===== config.mk =====
export PLATFORM = sky130hd
export DESIGN_NAME = rdsbr_read_request
export DESIGN_NICKNAME = d
export VERILOG_FILES = /design/src/core/rdsbr_pkg.sv /design/src/core/rdsbr_block_ram.sv /design/src/core/rdsbr_read_request.sv
export SDC_FILE = /design/constraint.sdc
export NUM_CORES = 1
export LEC_CHECK = 0
export ABC_CLOCK_PERIOD_IN_PS = 2700
export BUFFER_PORTS_ARGS = -buffer_cell sky130_fd_sc_hd__buf_2
export CORE_UTILIZATION = 25
export CTS_BUF_LIST = sky130_fd_sc_hd__clkbuf_8
export DETAILED_ROUTE_END_ITERATION = 10
export GPL_ROUTABILITY_DRIVEN = 1
export PLACE_DENSITY = 0.47
export SYNTH_ARGS = -nofsm -noshare
export SYNTH_HDL_FRONTEND = slang
export SYNTH_SLANG_ARGS = --single-unit

===== constraint.sdc =====
create_clock -name i_ref_clk -period 2.7 [get_ports i_ref_clk]
set_input_delay 0.27 -clock i_ref_clk [delete_from_list [all_inputs] [get_ports i_ref_clk]]
set_output_delay 0.27 -clock i_ref_clk [all_outputs]
set_load 0.01 [all_outputs]

===== src/core/rdsbr_pkg.sv =====
package rdsbr_pkg;

  // clock and time base
  localparam int CLK_MHZ        = 40;
  localparam int PAUSE_NS       = 265000;   // forced-high pause after a readout
  localparam int PAUSE_CYC      = (PAUSE_NS * CLK_MHZ + 999) / 1000;
  localparam int PAUSE_CNT_W    = 16;

  // hold guarantees the buffer depth gives the controller
  localparam int HOLD_EMPTY_MS  = 480;      // first block after an empty buffer
  localparam int HOLD_PEND_MS   = 20;       // block left over after a pause
  localparam int SELECT_MAX_MS  = 20;       // longest select-high period

  // buffer shape
  localparam int BUF_DEPTH      = 24;
  localparam int BLK_W          = 16;
  localparam int FLAG_W         = 2;        // empty flag, full flag

  // serial address phase
  localparam int ADDR_W         = 8;
  localparam int ADDR_CNT_W     = 4;
  localparam int OUT_CNT_W      = 5;
  // readout address code; value is arbitrary
  localparam logic [ADDR_W-1:0] OUT_ADDR = 8'h5a;

  // synchronised pin indices
  localparam int PIN_N          = 3;
  localparam int PIN_SEL        = 0;
  localparam int PIN_CLK        = 1;
  localparam int PIN_DAT        = 2;

  // request line state machine
  typedef enum logic [3:0]
  {
    ST_HOLD  = 4'b0001,
    ST_REQ   = 4'b0010,
    ST_READ  = 4'b0100,
    ST_PAUSE = 4'b1000
  } rdsbr_state_type;

endpackage


===== src/core/rdsbr_block_ram.sv =====
`timescale 1ns/1ps
// circular store of decoded blocks; a write into a full store is dropped
// so the oldest unread blocks are never overwritten
module rdsbr_block_ram
#(
  parameter int DEPTH = rdsbr_pkg::BUF_DEPTH,
  parameter int W     = rdsbr_pkg::BLK_W
)
(
  input  wire logic                     i_ref_clk,
  input  wire logic                     i_srst,
  input  wire logic                     i_clear,
  input  wire logic                     i_wr,
  input  wire logic [W-1:0]             i_wdata,
  input  wire logic                     i_rd,
  output logic      [W-1:0]             o_rdata,
  output logic      [$clog2(DEPTH+1)-1:0] o_count,
  output logic                          o_dropped
);
  import rdsbr_pkg::*;

  localparam int PW = $clog2(DEPTH);
  localparam int CW = $clog2(DEPTH+1);
  localparam logic [PW-1:0] LAST = PW'(DEPTH - 1);
  localparam logic [CW-1:0] FULL = CW'(DEPTH);

  logic [W-1:0]  mem [DEPTH];
  logic [PW-1:0] wp;
  logic [PW-1:0] rp;

  wire full   = (o_count == FULL);
  wire empty  = (o_count == '0);
  wire do_wr  = i_wr && !full;          // RULE7 RULE8
  wire do_rd  = i_rd && !empty;

  function automatic logic [PW-1:0] wrap_inc(input logic [PW-1:0] p);
    wrap_inc = (p == LAST) ? '0 : p + 1'b1;
  endfunction

  assign o_rdata = mem[rp];

  // storage array carries no reset
  always_ff @(posedge i_ref_clk)
  begin
    if (do_wr)
      mem[wp] <= i_wdata;               // RULE1
  end

  // pointers, fill level and drop pulse
  always_ff @(posedge i_ref_clk)
  begin
    if (i_srst || i_clear)
    begin
      wp        <= '0;
      rp        <= '0;
      o_count   <= '0;
      o_dropped <= 1'b0;
    end
    else
    begin
      if (do_wr)
        wp <= wrap_inc(wp);
      if (do_rd)
        rp <= wrap_inc(rp);
      o_count   <= o_count + CW'(do_wr) - CW'(do_rd);
      o_dropped <= i_wr && full;
    end
  end
endmodule


===== src/core/rdsbr_read_request.sv =====
`timescale 1ns/1ps
//
// Behaviour
// [RULE1] An on-chip buffer keeps up to 24 decoded blocks awaiting readout.
// [RULE2] Storing a complete block raises a read request by pulling the line low.
// [RULE3] After each readout the line is forced high for 265 us from select low.
// [RULE4] With nothing left unread the line stays high until a new block lands.
// [RULE5] With blocks still unread the line goes low as soon as the pause ends.
// [RULE6] After a sync reset the line stays high until sync, then goes low.
// [RULE7] Data announced after an empty buffer survives 480 ms unread.
// [RULE8] Data announced at the end of a pause survives 20 ms unread.
// [RULE9] The controller may read many blocks per select but ends it in 20 ms.
// [RULE10] A readout with no pending request returns all zero bits.
// [RULE11] On a shared line the controller tells sources apart by timing.
// [RULE12] The controller should judge fill from the flags, not the line level.
// [RULE13] No serial transfer is taken or answered before the oscillator runs.
// [RULE14] The pause counter restarts on each select falling edge of a readout.
module rdsbr_read_request
#(
  parameter int DEPTH     = rdsbr_pkg::BUF_DEPTH,
  parameter int PAUSE_CYC = rdsbr_pkg::PAUSE_CYC
)
(
  input  wire logic                       i_ref_clk,
  input  wire logic                       i_srst,
  input  wire logic                       i_osc_running,
  input  wire logic                       i_sync_reset,
  input  wire logic                       i_sync_ok,
  input  wire logic                       i_blk_wr,
  input  wire logic [rdsbr_pkg::BLK_W-1:0] i_blk_data,
  input  wire logic                       i_select,
  input  wire logic                       i_serial_shift_clock,
  input  wire logic                       i_serial_input_line,
  output logic                            o_do_out,
  output logic                            o_do_oe,
  output logic [$clog2(DEPTH+1)-1:0]      o_buffer_count,
  output logic                            o_blk_dropped
);
  import rdsbr_pkg::*;

  localparam int CW = $clog2(DEPTH+1);
  localparam int OW = BLK_W + FLAG_W;
  localparam logic [CW-1:0] FULL_LVL = CW'(DEPTH);
  localparam logic [CW-1:0] ONE_LVL  = CW'(1);
  localparam logic [PAUSE_CNT_W-1:0] PAUSE_LOAD =
    PAUSE_CNT_W'(PAUSE_CYC - 1);
  localparam logic [ADDR_CNT_W-1:0] ADDR_LAST = ADDR_CNT_W'(ADDR_W - 1);
  localparam logic [OUT_CNT_W-1:0]  OUT_LAST  = OUT_CNT_W'(OW - 1);

  // pin synchronisers: stage one feeds stage two only
  logic [PIN_N-1:0] pin_s1;
  logic [PIN_N-1:0] pin_s2;
  logic [PIN_N-1:0] pin_s3;
  logic [PIN_N-1:0] pin_f;
  logic [PIN_N-1:0] pin_q;

  rdsbr_state_type        state;
  rdsbr_state_type        next_state;
  logic [PAUSE_CNT_W-1:0] pause_cnt;
  logic                   pending;     // request was low when select rose
  logic                   addr_done;
  logic                   out_mode;
  logic [ADDR_CNT_W-1:0]  addr_cnt;
  logic [ADDR_W-1:0]      addr_sh;
  logic [OUT_CNT_W-1:0]   out_left;
  logic [OW-1:0]          out_sh;
  logic                   do_bit;
  logic                   word_real;   // loaded word came from the buffer
  logic [BLK_W-1:0]       head;
  logic [CW-1:0]          count;
  logic                   dropped;

  // a pin change is taken only once stages two and three agree
  function automatic logic [PIN_N-1:0] agree(
    input logic [PIN_N-1:0] a,
    input logic [PIN_N-1:0] b,
    input logic [PIN_N-1:0] prev);
    agree = (a & b) | (prev & (a | b));
  endfunction

  // serial side is held off until the oscillator runs
  wire sel_rise  = i_osc_running && pin_f[PIN_SEL] && !pin_q[PIN_SEL];
  wire sel_fall  = pin_q[PIN_SEL] && !pin_f[PIN_SEL];
  wire clk_rise  = pin_f[PIN_CLK] && !pin_q[PIN_CLK];
  wire clk_fall  = pin_q[PIN_CLK] && !pin_f[PIN_CLK];
  wire in_read   = (state == ST_READ);                  // RULE13
  wire addr_step = in_read && !addr_done && clk_rise;
  wire addr_hit  = addr_step && (addr_cnt == ADDR_LAST)
                   && ({pin_f[PIN_DAT], addr_sh[ADDR_W-1:1]} == OUT_ADDR);
  wire out_step  = in_read && out_mode && clk_fall;
  wire need_word = out_step && (out_left == '0);
  wire have_data = pending && (count != '0);
  // pop only once bit 0 of a real word is taken; the closing falling clock
  // of a frame loads a word that may never be read, so loading must not pop
  wire last_take = in_read && out_mode && clk_rise && (out_left == '0);
  wire pop       = last_take && word_real;
  wire pause_end = (pause_cnt == '0);
  wire can_req   = i_sync_ok && (count != '0);

  // flags tell the controller how much is left after this block
  wire [OW-1:0] word = have_data
    ? {count == ONE_LVL, count == FULL_LVL, head}
    : '0;                                              // RULE10

  rdsbr_block_ram #(.DEPTH(DEPTH), .W(BLK_W)) u_ram
  (
    .i_ref_clk (i_ref_clk),
    .i_srst    (i_srst),
    .i_clear   (i_sync_reset),
    .i_wr      (i_blk_wr),
    .i_wdata   (i_blk_data),
    .i_rd      (pop),
    .o_rdata   (head),
    .o_count   (count),
    .o_dropped (dropped)
  );

  // request state: low while unread data is announced, high otherwise
  always_comb
  begin
    next_state = state;
    case (state)
      ST_HOLD:
        if (sel_rise)
          next_state = ST_READ;
        else if (can_req)
          next_state = ST_REQ;                         // RULE2 RULE6
      ST_REQ:
        if (sel_rise)
          next_state = ST_READ;
      ST_READ:
        if (sel_fall)
          next_state = ST_PAUSE;                       // RULE3
      ST_PAUSE:
        if (sel_rise)
          next_state = ST_READ;
        else if (pause_end)
          next_state = can_req ? ST_REQ : ST_HOLD;     // RULE4 RULE5
      default:
        next_state = ST_HOLD;
    endcase
  end

  // pin sampling, three stages deep
  always_ff @(posedge i_ref_clk)
  begin
    if (i_srst)
    begin
      pin_s1 <= '0;
      pin_s2 <= '0;
      pin_s3 <= '0;
      pin_f  <= '0;
      pin_q  <= '0;
    end
    else
    begin
      pin_s1 <= {i_serial_input_line, i_serial_shift_clock, i_select};
      pin_s2 <= pin_s1;
      pin_s3 <= pin_s2;
      pin_f  <= agree(pin_s2, pin_s3, pin_f);
      pin_q  <= pin_f;
    end
  end

  // a sync reset drops back to holding the line high
  always_ff @(posedge i_ref_clk)
  begin
    if (i_srst || i_sync_reset)
      state <= ST_HOLD;                                // RULE6
    else
      state <= next_state;
  end

  // pause timer, reloaded on every select fall that ends a readout
  always_ff @(posedge i_ref_clk)
  begin
    if (i_srst)
      pause_cnt <= '0;
    else if (in_read && sel_fall)
      pause_cnt <= PAUSE_LOAD;                         // RULE14
    else if (state == ST_PAUSE && !pause_end)
      pause_cnt <= pause_cnt - 1'b1;                   // RULE3
  end

  // address phase: lsb first on rising shift clock
  always_ff @(posedge i_ref_clk)
  begin
    if (i_srst || sel_rise)
    begin
      addr_cnt  <= '0;
      addr_sh   <= '0;
      addr_done <= 1'b0;
      out_mode  <= 1'b0;
      pending   <= (state == ST_REQ);
    end
    else if (addr_step)
    begin
      addr_sh   <= {pin_f[PIN_DAT], addr_sh[ADDR_W-1:1]};
      addr_cnt  <= addr_cnt + 1'b1;
      addr_done <= (addr_cnt == ADDR_LAST);
      out_mode  <= addr_hit;
    end
  end

  // data phase: msb first, next bit on each falling shift clock;
  // blocks follow back to back for as long as select stays high
  always_ff @(posedge i_ref_clk)
  begin
    if (i_srst || sel_rise)
    begin
      out_left  <= '0;
      out_sh    <= '0;
      do_bit    <= 1'b1;
      word_real <= 1'b0;
    end
    else if (need_word)
    begin
      do_bit    <= word[OW-1];
      out_sh    <= {word[OW-2:0], 1'b0};
      out_left  <= OUT_LAST;
      word_real <= have_data;
    end
    else if (out_step)
    begin
      do_bit   <= out_sh[OW-1];
      out_sh   <= {out_sh[OW-2:0], 1'b0};
      out_left <= out_left - 1'b1;
    end
    else if (pop)
      word_real <= 1'b0;
  end

  // open-drain line: enable pulls low; data during readout, else request
  always_ff @(posedge i_ref_clk)
  begin
    if (i_srst)
    begin
      o_do_out       <= 1'b0;
      o_do_oe        <= 1'b0;
      o_buffer_count <= '0;
      o_blk_dropped  <= 1'b0;
    end
    else
    begin
      o_do_out       <= 1'b0;
      o_do_oe        <= in_read ? (out_mode && !do_bit)
                                : (state == ST_REQ);   // RULE2 RULE4
      o_buffer_count <= count;
      o_blk_dropped  <= dropped;                       // RULE7 RULE8
    end
  end
endmodule


## Word level (Yosys, flattened, before mapping)

Memory sizes are Yosys's and may differ from the RTL's. A register that Yosys moved wholly into a read port is not among the register bits.
Index checks and enable logic that the tools add are counted.

| storage, ports and cells | value |
|---|---|
| flip-flop bits (word level) | 96 |
| bits in writable memories | 384 |
| input bits | 25 |
| output and inout bits | 8 |
| logic and storage cells | 124 |
| memories | 1 |

Memory list:

| name | depth | bits a word | rd ports | clocked after Yosys merged registers in | wr ports | RTL line | source |
|---|---|---|---|---|---|---|---|
| u_ram.mem | 24 | 16 | 1 | 1 | 1 | rdsbr_block_ram.sv:27 | `logic [W-1:0] mem [DEPTH];` |

| cells by class | value |
|---|---|
| add/sub/neg operators | 7 |
| eq/ne operators | 15 |
| multiplexer cells | 27 |
| bitwise logic cells | 4 |
| reductions and logical operators | 45 |

Operators by type and width:

| cell | number |
|---|---|
| $mux 18 | 3 |
| $mux 5 | 6 |
| $mux 14 | 2 |
| $mux 4 | 6 |
| $logic_and 1x1->1 | 23 |
| $logic_not 16->1 | 1 |
| $pmux 4 s4 | 1 |
| $sub 16x1->16 const B | 1 |
| $eq 5x5->1 const B | 3 |
| $add 5x1->5 const B | 2 |
| $logic_not 5->1 | 2 |
| $logic_not 1->1 | 9 |
| $eq 4x3->1 const B | 2 |
| $eq 8x7->1 const B | 1 |
| $mux 1 | 8 |
| $and 3x3->3 | 2 |
| $ne 3x3->1 const B | 2 |
| $or 3x3->3 | 2 |
| $reduce_bool 2->1 | 3 |
| $add 5x1->5 | 1 |
| $eq 5x1->1 const B | 1 |
| $reduce_bool 5->1 | 1 |
| $sub 5x1->5 | 1 |
| $sub 5x1->5 const B | 1 |
| 11 further kinds | 14 |

## Longest topological paths before layout

Gate-level depths: netlist of run 1.

| depth | value |
|---|---|
| depth in word-level cells | 8 |
| mapped depth | 16 |
| gate-level depth less buffers | 14 |

## By module

From an unflattened synthesis of run 1, not the netlist that was laid out.

| second synthesis, totals | value |
|---|---|
| cell total of the unflattened synthesis | 1,188 |
| area, all modules | 19,293.5 sq um |

Modules (own cells, without submodules):

| module | instances | cells each | area each (sq um) | sequential area each (sq um) |
|---|---|---|---|---|
| rdsbr_block_ram | 1 | 808 | 15,899.0 | 11,951.5 |
| rdsbr_read_request | 1 | 380 | 3,394.5 | 1,591.5 |

## Least setup slack after synthesis of run 1

No wires, ideal clock.

| path | value |
|---|---|
| path kind | register to register |
| start point | reg out_left[0] |
| end point | reg u_ram.o_count[4] |
| setup time | 130 ps |
| arrival time | 2,812 ps |
| required time | 2,570 ps |
| path slack | -242 ps |
| cell stages (with the launch flop) | 17 |
| path buffers | 2 |
| clock period less this slack | 2,942 ps |
| cells stage by stage | dfxtp_1 inv_1 ha_1 or4b_1 clkbuf_1 clkbuf_1 nor4_1 ha_1 inv_1 ha_1 inv_1 fa_1 inv_1 a21oi_1 nor2_1 or3_1 a21oi_1 |

| on the way | value |
|---|---|
| word-level cells in the longest chain between the ends | 5 |

Ends and longest elaborated chain:

| item | RTL line | source |
|---|---|---|
| from (decl) | rdsbr_read_request.sv:65 | `logic [OUT_CNT_W-1:0] out_left;` |
| from (signal assigned) | rdsbr_read_request.sv:227 | `out_left <= out_left - 1'b1;` |
| $logic_not 5->1 | rdsbr_read_request.sv:95 | `wire last_take = in_read && out_mode && clk_rise && (out_left == '0);` |
| $logic_and 1x1->1 | rdsbr_read_request.sv:95 |  |
| $logic_and 1x1->1 | rdsbr_read_request.sv:96 | `wire pop = last_take && word_real;` |
| $logic_and 1x1->1 | rdsbr_block_ram.sv:34 | `wire do_rd = i_rd && !empty;` |
| $sub 5x1->5 | rdsbr_block_ram.sv:65 | `o_count <= o_count + CW'(do_wr) - CW'(do_rd);` |
| to (signal assigned) | rdsbr_block_ram.sv:65 |  |
| to (decl) | rdsbr_block_ram.sv:17 | `output logic [$clog2(DEPTH+1)-1:0] o_count,` |

No other way between the ends.
A chain may end at the register's enable or synchronous reset.

## Worst setup path after layout of run 1

| path | value |
|---|---|
| start point | reg out_left[1] |
| end point | reg u_ram.o_count[4] |

The elaborated chain is that of the path after synthesis.

==> run metrics, run 1 <==
status complete, no violations; TritonRoute pass-1 iters 5; Tot GR Track Use 11.6%; # H-tree levels 3; crit path time final between 2 and 3 ns; DRC Markers 0; Ports 33; DP HPWL 27,200 µm; static leakage 7.29 nW; first-pass GRT wire length 68,900 µm; Post-synth EDFFs ~390; share of post-route cells with drive strength above 1 25.1%; Unique masters post-synth 62; deepest clock path buffer count 3; Clk Latency, worst-skew pair slightly below 0.7 ns; FMAX 381 MHz; sw power roughly 3.3 mW; Post-Syn Area around 19,000 µm²; Iter 0 DRT Violations 565; number of global-route vias before repair 11,500; Starting Density 25.4%; top fanout value on the critical path 3; Layout area overhead 19.1%; cell at the slowest stage of the critical path or4b_4; Fin Clk Skew 0.0517 ns; Slew Limit Fails 0; cell area after layout 22,800 µm²; power density over cell area around 650 nW/µm²; Synth warnings 0; Worst Path Required 3.27 ns; Post-Synthesis Cells 1,218; syn avg cell area 15.7 µm²; commonest non-fill, non-tap cell in the layout edfxtp_1; die area 77,500 µm²; NumNets Final 1,394; Int Pwr approximately 12 mW; Peak VDD IR 0.344 mV; antenna cells 0; routed via count 10,800; Most common cell on crit path inv_1; #FFs+latches synth just under 500; sw frac between 20 and 25%; asr flop ratio synth 0%; Routed wire per std cell 18.6 µm; # rows 100; DIE HEIGHT 278 µm; Cell Area, Placed ~21,000 µm²; register share of total power 54.4%; Hold/Removal Path Class in2reg; total clock buffers created by CTS 83; Core Region 75,100 µm²; largest net degree at the start of global routing 36; max_cap viols 0; Slew Limit Headroom between 50 and 60%; Final Setup Violations 0; WP data arrival roughly 3.2 ns; CTS tree built; RSZ-0062 raised after global routing yes; worst slew pin tran 0.699 ns; Logic pwr share 2.1%; final hold vios 0; sequential cell area fraction in the yosys report 70.9%; CP top delay family simple AND/OR/NAND/NOR gates; worst path cell trace inv_1 -> ha_2 -> or4b_4 -> nor4_2 -> ha_1 -> inv_1 -> ha_1 -> inv_1 -> fa_2 -> inv_1 -> a21oi_1 -> nor2_1 -> or3_1 -> a21oi_1; Clk pwr share 43.5%; Worst path max stage delay 0.47 ns; Post-Syn Nets approximately 1,300; die width ~280 µm; port bufs 31; CP bufs+invs 4; Final ANT Viol Nets 0; vias per inst 4.53; Final period util 97.1%; clock slew at reported path FFs about 0.060 ns; root buf cell clkbuf_8; initial antenna violation count 0; CP Launch Type flop; Final GP Congestion 0.742; grt ovf 0; clock sink total 484; Post-Route WL 44,600 µm; prevailing post-synth register cell edfxtp_1; Worst Setup Path Type reg2reg; Worst setup EP type flop; commonest cells after routing, fill and taps aside 385 x edfxtp_1, 96 x dfxtp_1, 88 x clkbuf_8; fin util a little over 30%
==> what timing repair did <==
| item | in CTS | in global routing |
|---|---|---|
| resized for setup | 2 | 2 |
| endpoints found under the hold margin | 15 | 0 |
| pin swaps | 0 | 1 |
| hold buffers | 10 | 0 |
| buffers inserted | 0 | 0 |
| endpoints found under the setup margin | 3 | 4 |
==> cell families (layout without fill, tap and decap cells) <==
| group | count (synthesis) | in the layout | share of synthesized area (%) |
|---|---|---|---|
| AOI/OAI and AO/OA | 208 | 208 | 6.92 |
| xor gates and xnor gates | 19 | 19 | 0.871 |
| adders and majority gates | 17 | 17 | 1.15 |
| buffers and inverters | 87 | 290 | 1.76 |
| DFF | 484 | 484 | 70.9 |
| muxes | 135 | 135 | 11.0 |
| other | 1 | 1 | 0.0196 |
| and+or+nand+nor | 267 | 267 | 7.32 |
==> metal layers <==
metal | wire (µm) | part of all wire, % | GRT usage [%]
met5 | 0 | 0 | 0
met4 | 1400 | 3.1 | 4.29
met3 | 1820 | 4.1 | 2.60
met2 | 21200 | 48 | 19.2
met1 | 20100 | 45 | 14.8
==> flip-flops by register name (all words and copies together), names as in the netlist, 7 cells and up, named ones only <==
signal and cells:
u_ram.mem 384, out_sh 17, pause_cnt 16, addr_sh 7
==> Yosys cell counts (7+ instances only) <==
master,instances,area (µm²)
nor3_1,22,110
mux4_2,56,1260
nor4_1,9,56.3
mux2_2,45,507
a22o_1,14,123
o21ai_0,66,330
a21oi_1,46,230
dfxtp_1,99,1980
nand2_1,55,206
o22ai_1,15,93.8
inv_1,18,67.6
o221ai_1,13,114
ha_1,16,200
a211oi_1,16,120
buf_1,10,37.5
mux2i_1,34,340
nand2b_1,10,62.6
nand3_1,11,55.1
nor4b_1,7,61.3
a221oi_1,12,105
nor2b_1,27,169
xor2_1,13,114
clkbuf_1,53,199
nor2_1,72,270
edfxtp_1,385,11600
==> metrics by stage <==
stage / hold slack (ns) / setup WS [ns] / setup TNS [ns] / power [mW] / instances
final: 0.0622 / 0.0786 / 0 / 14.9 / 2390
after global routing: 0.0327 / -0.0796 / -0.203 / 15.4 / 2390
after CTS: 0.00924 / 0.0316 / 0 / 15.1 / 2390
after detailed placement: 0.425 / -0.0694 / -0.174 / 8.55 / 2226
after global placement: 0.424 / -0.0671 / -0.0671 / 8.54 / 2226
after floorplan: 0.369 / 0.00489 / 0 / 8.37 / 1218
==> worst reg2reg max path, stage by stage, from the launching register on <==
cell	delay, ns
dfxtp_1	0.31
inv_1	0.08
ha_2	0.18
or4b_4	0.47
nor4_2	0.17
ha_1	0.17
inv_1	0.04
ha_1	0.18
inv_1	0.07
fa_2	0.19
inv_1	0.04
a21oi_1	0.12
nor2_1	0.06
or3_1	0.34
a21oi_1	0.12
==> worst paths after layout <==
kind / startpoint / endpoint / slack [ns] / cells after the start
max: out_left[1] / u_ram.o_count[4] / 0.08 / 14
min: i_blk_data[12] / u_ram.mem[4][12] / 0.06 / 1
max reg2reg: out_left[1] / u_ram.o_count[4] / 0.08 / 14
min reg2reg: u_ram.o_dropped / o_blk_dropped / 0.44 / 1
==> power by group through the flow <==
| stage | clock network (mW) | logic [mW] | registers (mW) |
|---|---|---|---|
| floorplan | 0 | 0.122 | 8.24 |
| global placement | 0 | 0.300 | 8.24 |
| detailed placement | 0 | 0.309 | 8.24 |
| CTS | 6.73 | 0.321 | 8.08 |
| global route | 7.01 | 0.346 | 8.08 |
| finish | 6.46 | 0.310 | 8.09 |
==> layout make-up <==
type	count	area, µm²
inverter	18	67.6
multi-input combinational	647	5290
clock inverter	66	409
sequential	484	13600
clock buffer	88	1210
timing repair buffer	118	1010
tap	969	1210
fill	7435	52300
Power figures use the tool's default switching activity.
==> inputs of run 2 (changes only) <==
--- a/config.mk
+++ b/config.mk
@@ -7,5 +7,5 @@
 export LEC_CHECK = 0
-export ABC_CLOCK_PERIOD_IN_PS = 2700
+export ABC_CLOCK_PERIOD_IN_PS = 3100
 export BUFFER_PORTS_ARGS = -buffer_cell sky130_fd_sc_hd__buf_2
-export CORE_UTILIZATION = 25
+export CORE_UTILIZATION = 45
 export CTS_BUF_LIST = sky130_fd_sc_hd__clkbuf_8
@@ -13,3 +13,3 @@
 export GPL_ROUTABILITY_DRIVEN = 1
-export PLACE_DENSITY = 0.47
+export PLACE_DENSITY = 0.67
 export SYNTH_ARGS = -nofsm -noshare
==> constraint.sdc (replaced) <==
create_clock -name i_ref_clk -period 3.1 [get_ports i_ref_clk]
set_input_delay 0.31 -clock i_ref_clk [delete_from_list [all_inputs] [get_ports i_ref_clk]]
set_output_delay 0.31 -clock i_ref_clk [all_outputs]
set_load 0.05 [all_outputs]
==> run 2 against run 1 <==
  * Total power shrank 15%
  * Sequential share of layout area grew 2.8 points
  * Clock-buffer cell count shrank 2
  * Utilization grew 22 points
  * Hold slack gained 0.0042 ns
  * Critical path depth is the same
  * Sequential power shrank 13%
  * Critical path type unchanged
==> run metrics, run 2 (synthesized netlist as in run 1, its figures left out) <==
die width 208 µm; fin util between 50% and 60%; DRC Markers 0; port bufs 31; Critical Path Start out_left[0]; share of post-route cells with drive strength above 1 21.7%; post-CTS setup repair buffer count 0; Final period util a little over nine tenths; CP bufs+invs 4; DIE HEIGHT 208 µm; overall power ~13 mW; Multi-input gate area 5230 µm²; Core Region 41,900 µm²; Worst path max stage delay 0.51 ns; root buf cell clkbuf_8; power density over cell area 579 nW/µm²; Peak VDD IR between 0.3 and 0.4 mV; Hold/Removal Path Class in2reg; Final Setup Violations 0; Routed wire per std cell a little over 20 µm; Reg area 13,600 µm²; first-pass GRT wire length 61,500 µm; antenna cells 0; CP top delay family simple AND/OR/NAND/NOR gates; Worst Setup Path Type reg2reg; # H-tree levels 3; static leakage 7.08 nW; deepest clock path buffer count 3; largest net degree at the start of global routing 44; die area 43,300 µm²; final hold vios 0; commonest cells after routing, fill and taps aside 385 x edfxtp_1, 96 x dfxtp_1, 86 x clkbuf_8; Layout area overhead 13.8%; Tot GR Track Use between 10% and 20%; routed via count 10,800; Largest register FFs 384; reg-to-reg critical path startpoint out_left[0]; Levels on crit path 14; Slew Limit Headroom 20.5%; Worst Path Required 3.60 ns; WP data arrival 3.42 ns; top fanout value on the critical path 4; initial antenna violation count 0; Fin Clk Skew 0.0353 ns; hold slack 0.0664 ns; worst path cell trace inv_1 -> ha_1 -> or4b_1 -> nor4_2 -> ha_1 -> inv_1 -> ha_1 -> inv_1 -> fa_1 -> inv_1 -> a21oi_1 -> nor2_1 -> or3_1 -> a21oi_1; number of global-route vias before repair 10,900; TritonRoute pass-1 iters 5; non-filler cells, final between 1,500 and 2,000; DP HPWL 24,100 µm; RR Endpoint u_ram.o_count[4]; worst slew pin tran between 1 and 1.5 ns; r2r setup slk 0.18 ns; Fillers approximately 3,500; critical path endpoint u_ram.o_count[4]; clock slew at reported path FFs about 0.060 ns; dpl cells 1,773; Final ANT Viol Nets 0; Reg with most FFs u_ram.mem; Iter 0 DRT Violations 704; cell at the slowest stage of the critical path or4b_1; Clk Latency, worst-skew pair about 0.64 ns; max_cap viols 0; # rows 75; Post-Route WL 39,700 µm; clock sink total 484; Worst setup EP type flop; Final GP Congestion 0.819; Ports 33; biggest regs u_ram.mem (384), out_sh (17), pause_cnt (16); Starting Density between 40% and 50%; total clock buffers created by CTS 79; NumNets Final 1,362; Most common cell on crit path inv_1; status complete, no violations; Slew Limit Fails 0; FMAX 342 MHz; grt ovf 0; vias per inst between 5 and 6; commonest non-fill, non-tap cell in the layout edfxtp_1; CTS tree built; CP Launch Type flop; reg2reg path depth 14; crit path time final 2.92 ns
## run 2: changes by cell type in the layout (fill, tap and decap cells not counted), sizes merged
cell         before  now
clkbuf           88   86
dlygate4sd3      10    5
buf             108   85
clkinvlp          0    2
inv              46   47
clkinv           35   25
## run 2: power by group
group          internal, mW  leakage (nW)  switching, mW  total [mW]
registers              7.03          4.27         0.0149        7.05
clock network          2.83         0.872           2.46        5.28
logic                0.0703          1.93          0.179       0.249
## run 2: repair_timing
action / CTS / global route
gates resized for setup: 0 / 1
hold buffers: 5 / 0
endpoints found under the setup margin: 0 / 1
hold endpoints to repair: 5 / 0
## run 2: layer usage
layer,vias up,share of wire (%),GRT usage (%)
li1,4974,-,-
met1,5472,43,23.8
met2,283,49,30.7
met3,94,4.8,4.24
met4,0,3.5,8.17
met5,-,0,0
## run 2: worst min path at each step
stage                                from              end  slack, ns  cells after the start
after global routing            i_sync_ok         state[0]       0.05                      4
after CTS                       i_sync_ok         state[0]       0.02                      4
after detailed placement        pin_s1[0]        pin_s2[0]       0.43                      1
after global placement    u_ram.o_dropped    o_blk_dropped       0.42                      1
after floorplan             i_blk_data[0]  u_ram.mem[0][0]       0.41                      0
final                           i_sync_ok         state[0]       0.07                      4
## run 2: worst reg2reg max path, delay by kind of cell, from the launching register on
kind,cells,cell delay (ns)
simple gates,4,1.05
buf+inv,4,0.27
fa+ha+maj,4,1.03
flops,1,0.33
compound gates,2,0.11
## run 2: metrics by stage
stage / instance area, µm² / setup slack (ns) / setup TNS [ns]
2_1_floorplan: 19100 / 0.158 / 0
3_3_place_gp: 20200 / 0.235 / 0
3_5_place_dp: 20200 / 0.204 / 0
4_1_cts: 21700 / 0.176 / 0
5_1_grt: 21700 / -0.00180 / -0.00180
6_report: 21700 / 0.176 / 0
## run 2: area by class of cell
class	instances	area share, %
Clock buffer	86	5.45
Clock inverter	59	1.58
Inverter	18	0.311
Sequential cell	484	62.3
Tap cell	539	3.10
Timing Repair Buffer	90	3.15
Multi-Input combinational cell	647	24.1
==> inputs of run 3 (changes only) <==
CORE_UTILIZATION = 35   (was 45)
PLACE_DENSITY = 0.56   (was 0.67)
==> run 3 against run 2 <==
  * Sequential power hardly changed
  * Routed wire length up 10%
  * Clock power rose by 2%
  * First-iteration DRC count up 25%
  * Register-to-register slack better by 0.11 ns
==> run metrics, run 3 (synthesized netlist as in run 1, its figures left out) <==
Multi-input gate area around 5200 µm²; status complete, no violations; Largest register FFs 384; max_cap viols 0; commonest non-fill, non-tap cell in the layout edfxtp_1; Reg with most FFs u_ram.mem; cell area after layout 22,000 µm²; biggest regs u_ram.mem (384), out_sh (17), pause_cnt (16); Int Pwr 9.94 mW; WP data arrival 3.37 ns; crit path time final 2.81 ns; Core Region roughly 54,000 µm²; # rows 85; clock sink total 484; first-pass GRT wire length roughly 67,000 µm; non-filler cells, final 2,089; Starting Density 35.4%; Ports 33; Final Setup Violations 0; initial antenna violation count 0; Peak VDD IR 0.319 mV; antenna cells 0; clock slew at reported path FFs 0.06 ns; Clk Latency, worst-skew pair 0.66 ns; DIE HEIGHT 236 µm; die width 236 µm; deepest clock path buffer count 3; Final period util around nine tenths; sw frac between 20 and 25%; grt ovf 0; Fillers 4,970; Fin Clk Skew 0.0297 ns; RSZ-0062 raised after global routing no; dpl cells 1,937; NumNets Final 1,373; vias per inst roughly 5.2; Post-Place Setup Slack 0.261 ns; Final GP Congestion 0.796; commonest cells after routing, fill and taps aside 385 x edfxtp_1, 96 x dfxtp_1, 90 x clkbuf_8; total clock buffers created by CTS 82; Slew Limit Headroom 27.5%; setup_tns 0 ns; Logic pwr share ~2.1%; final hold vios 0; Post-Route WL 43,800 µm; worst slew pin tran 1.09 ns; Iter 0 DRT Violations 878; top fanout value on the critical path 4; sw power 2.73 mW; Final ANT Viol Nets 0; port bufs 31; hold slack 0.0995 ns; Slew Limit Fails 0; Worst Slack Setup Final 0.289 ns; fin util 40.7%; Worst Path Required 3.66 ns; die area roughly 56,000 µm²; Worst Setup Path Type reg2reg; FMAX 356 MHz; static leakage 7.13 nW; # H-tree levels 3; CTS tree built; Cell Area, Placed around 20,000 µm²; Routed wire per std cell approximately 21 µm; power density over cell area 577 nW/µm²; Layout area overhead 15.0%; Worst setup EP type flop; root buf cell clkbuf_8; register share of total power 55.6%; TritonRoute pass-1 iters 5; Reg area about 14,000 µm²; DP HPWL 26,800 µm; largest net degree at the start of global routing 60; overall power 12.7 mW; number of global-route vias before repair between 10,000 and 15,000; share of post-route cells with drive strength above 1 22.2%; CP Launch Type flop; Hold/Removal Path Class in2reg; DRC Markers 0; post-CTS setup repair buffer count 0; routed via count 10,800; Clk pwr share 42.3%; Tot GR Track Use 16.0%
-- run 3: cell types whose count changed in the layout (fill, tap and decap cells not counted), sizes merged --
cell         delta
inv             +3
clkinvlp        -2
clkinv          -3
clkbuf          +4
buf             +7
dlygate4sd3     +1
bufinv          -1
-- run 3: worst paths after layout --
check	from	end	slack, ns	cells after the start
max	u_ram.o_count[2]	u_ram.o_count[4]	0.29	14
min	i_osc_running	state[3]	0.1	4
min reg2reg	u_ram.o_dropped	o_blk_dropped	0.44	1
max reg2reg	u_ram.o_count[2]	u_ram.o_count[4]	0.29	14
-- run 3: worst max-delay path, cell delays in order (launching register included) --
cell and delay (ns):
dfxtp_1 0.31, inv_1 0.12, ha_1 0.21, nor4b_1 0.50, nor4_2 0.11, ha_1 0.29, inv_1 0.04, ha_1 0.18
inv_1 0.08, fa_1 0.20, inv_1 0.05, a21oi_1 0.12, nor2_1 0.06, or3_1 0.33, a21oi_1 0.14
-- run 3: routing by layer --
layer,vias to the layer above,part of all wire [%],track usage (%)
met3,60,4.9,3.35
met5,-,0,0
met2,253,48,26.4
li1,5000,-,-
met4,0,2.2,5.39
met1,5455,45,21.1
-- run 3: power groups by stage --
stage | combinational (mW) | sequential (mW) | clock (mW)
after floorplan | 0.108 | 7.18 | 0
after global placement | 0.253 | 7.18 | 0
after detailed placement | 0.260 | 7.18 | 0
after CTS | 0.267 | 7.05 | 5.53
after global routing | 0.288 | 7.05 | 5.81
final | 0.263 | 7.05 | 5.36
-- run 3: area by class of cell --
| cell class | count | area share [%] |
|---|---|---|
| clock buffers | 90 | 5.64 |
| clock inverters | 56 | 1.37 |
| multi-input cells | 647 | 23.8 |
| inverters | 18 | 0.308 |
| flip-flops and latches | 484 | 61.7 |
| repair buffers | 98 | 3.18 |
| well taps | 696 | 3.97 |
-- run 3: repair_timing --
action / 4_1_cts / 5_1_grt
setup endpoints to repair: 0 / 1
resized for setup: 0 / 1
hold buffers: 6 / 0
hold endpoints to repair: 15 / 0
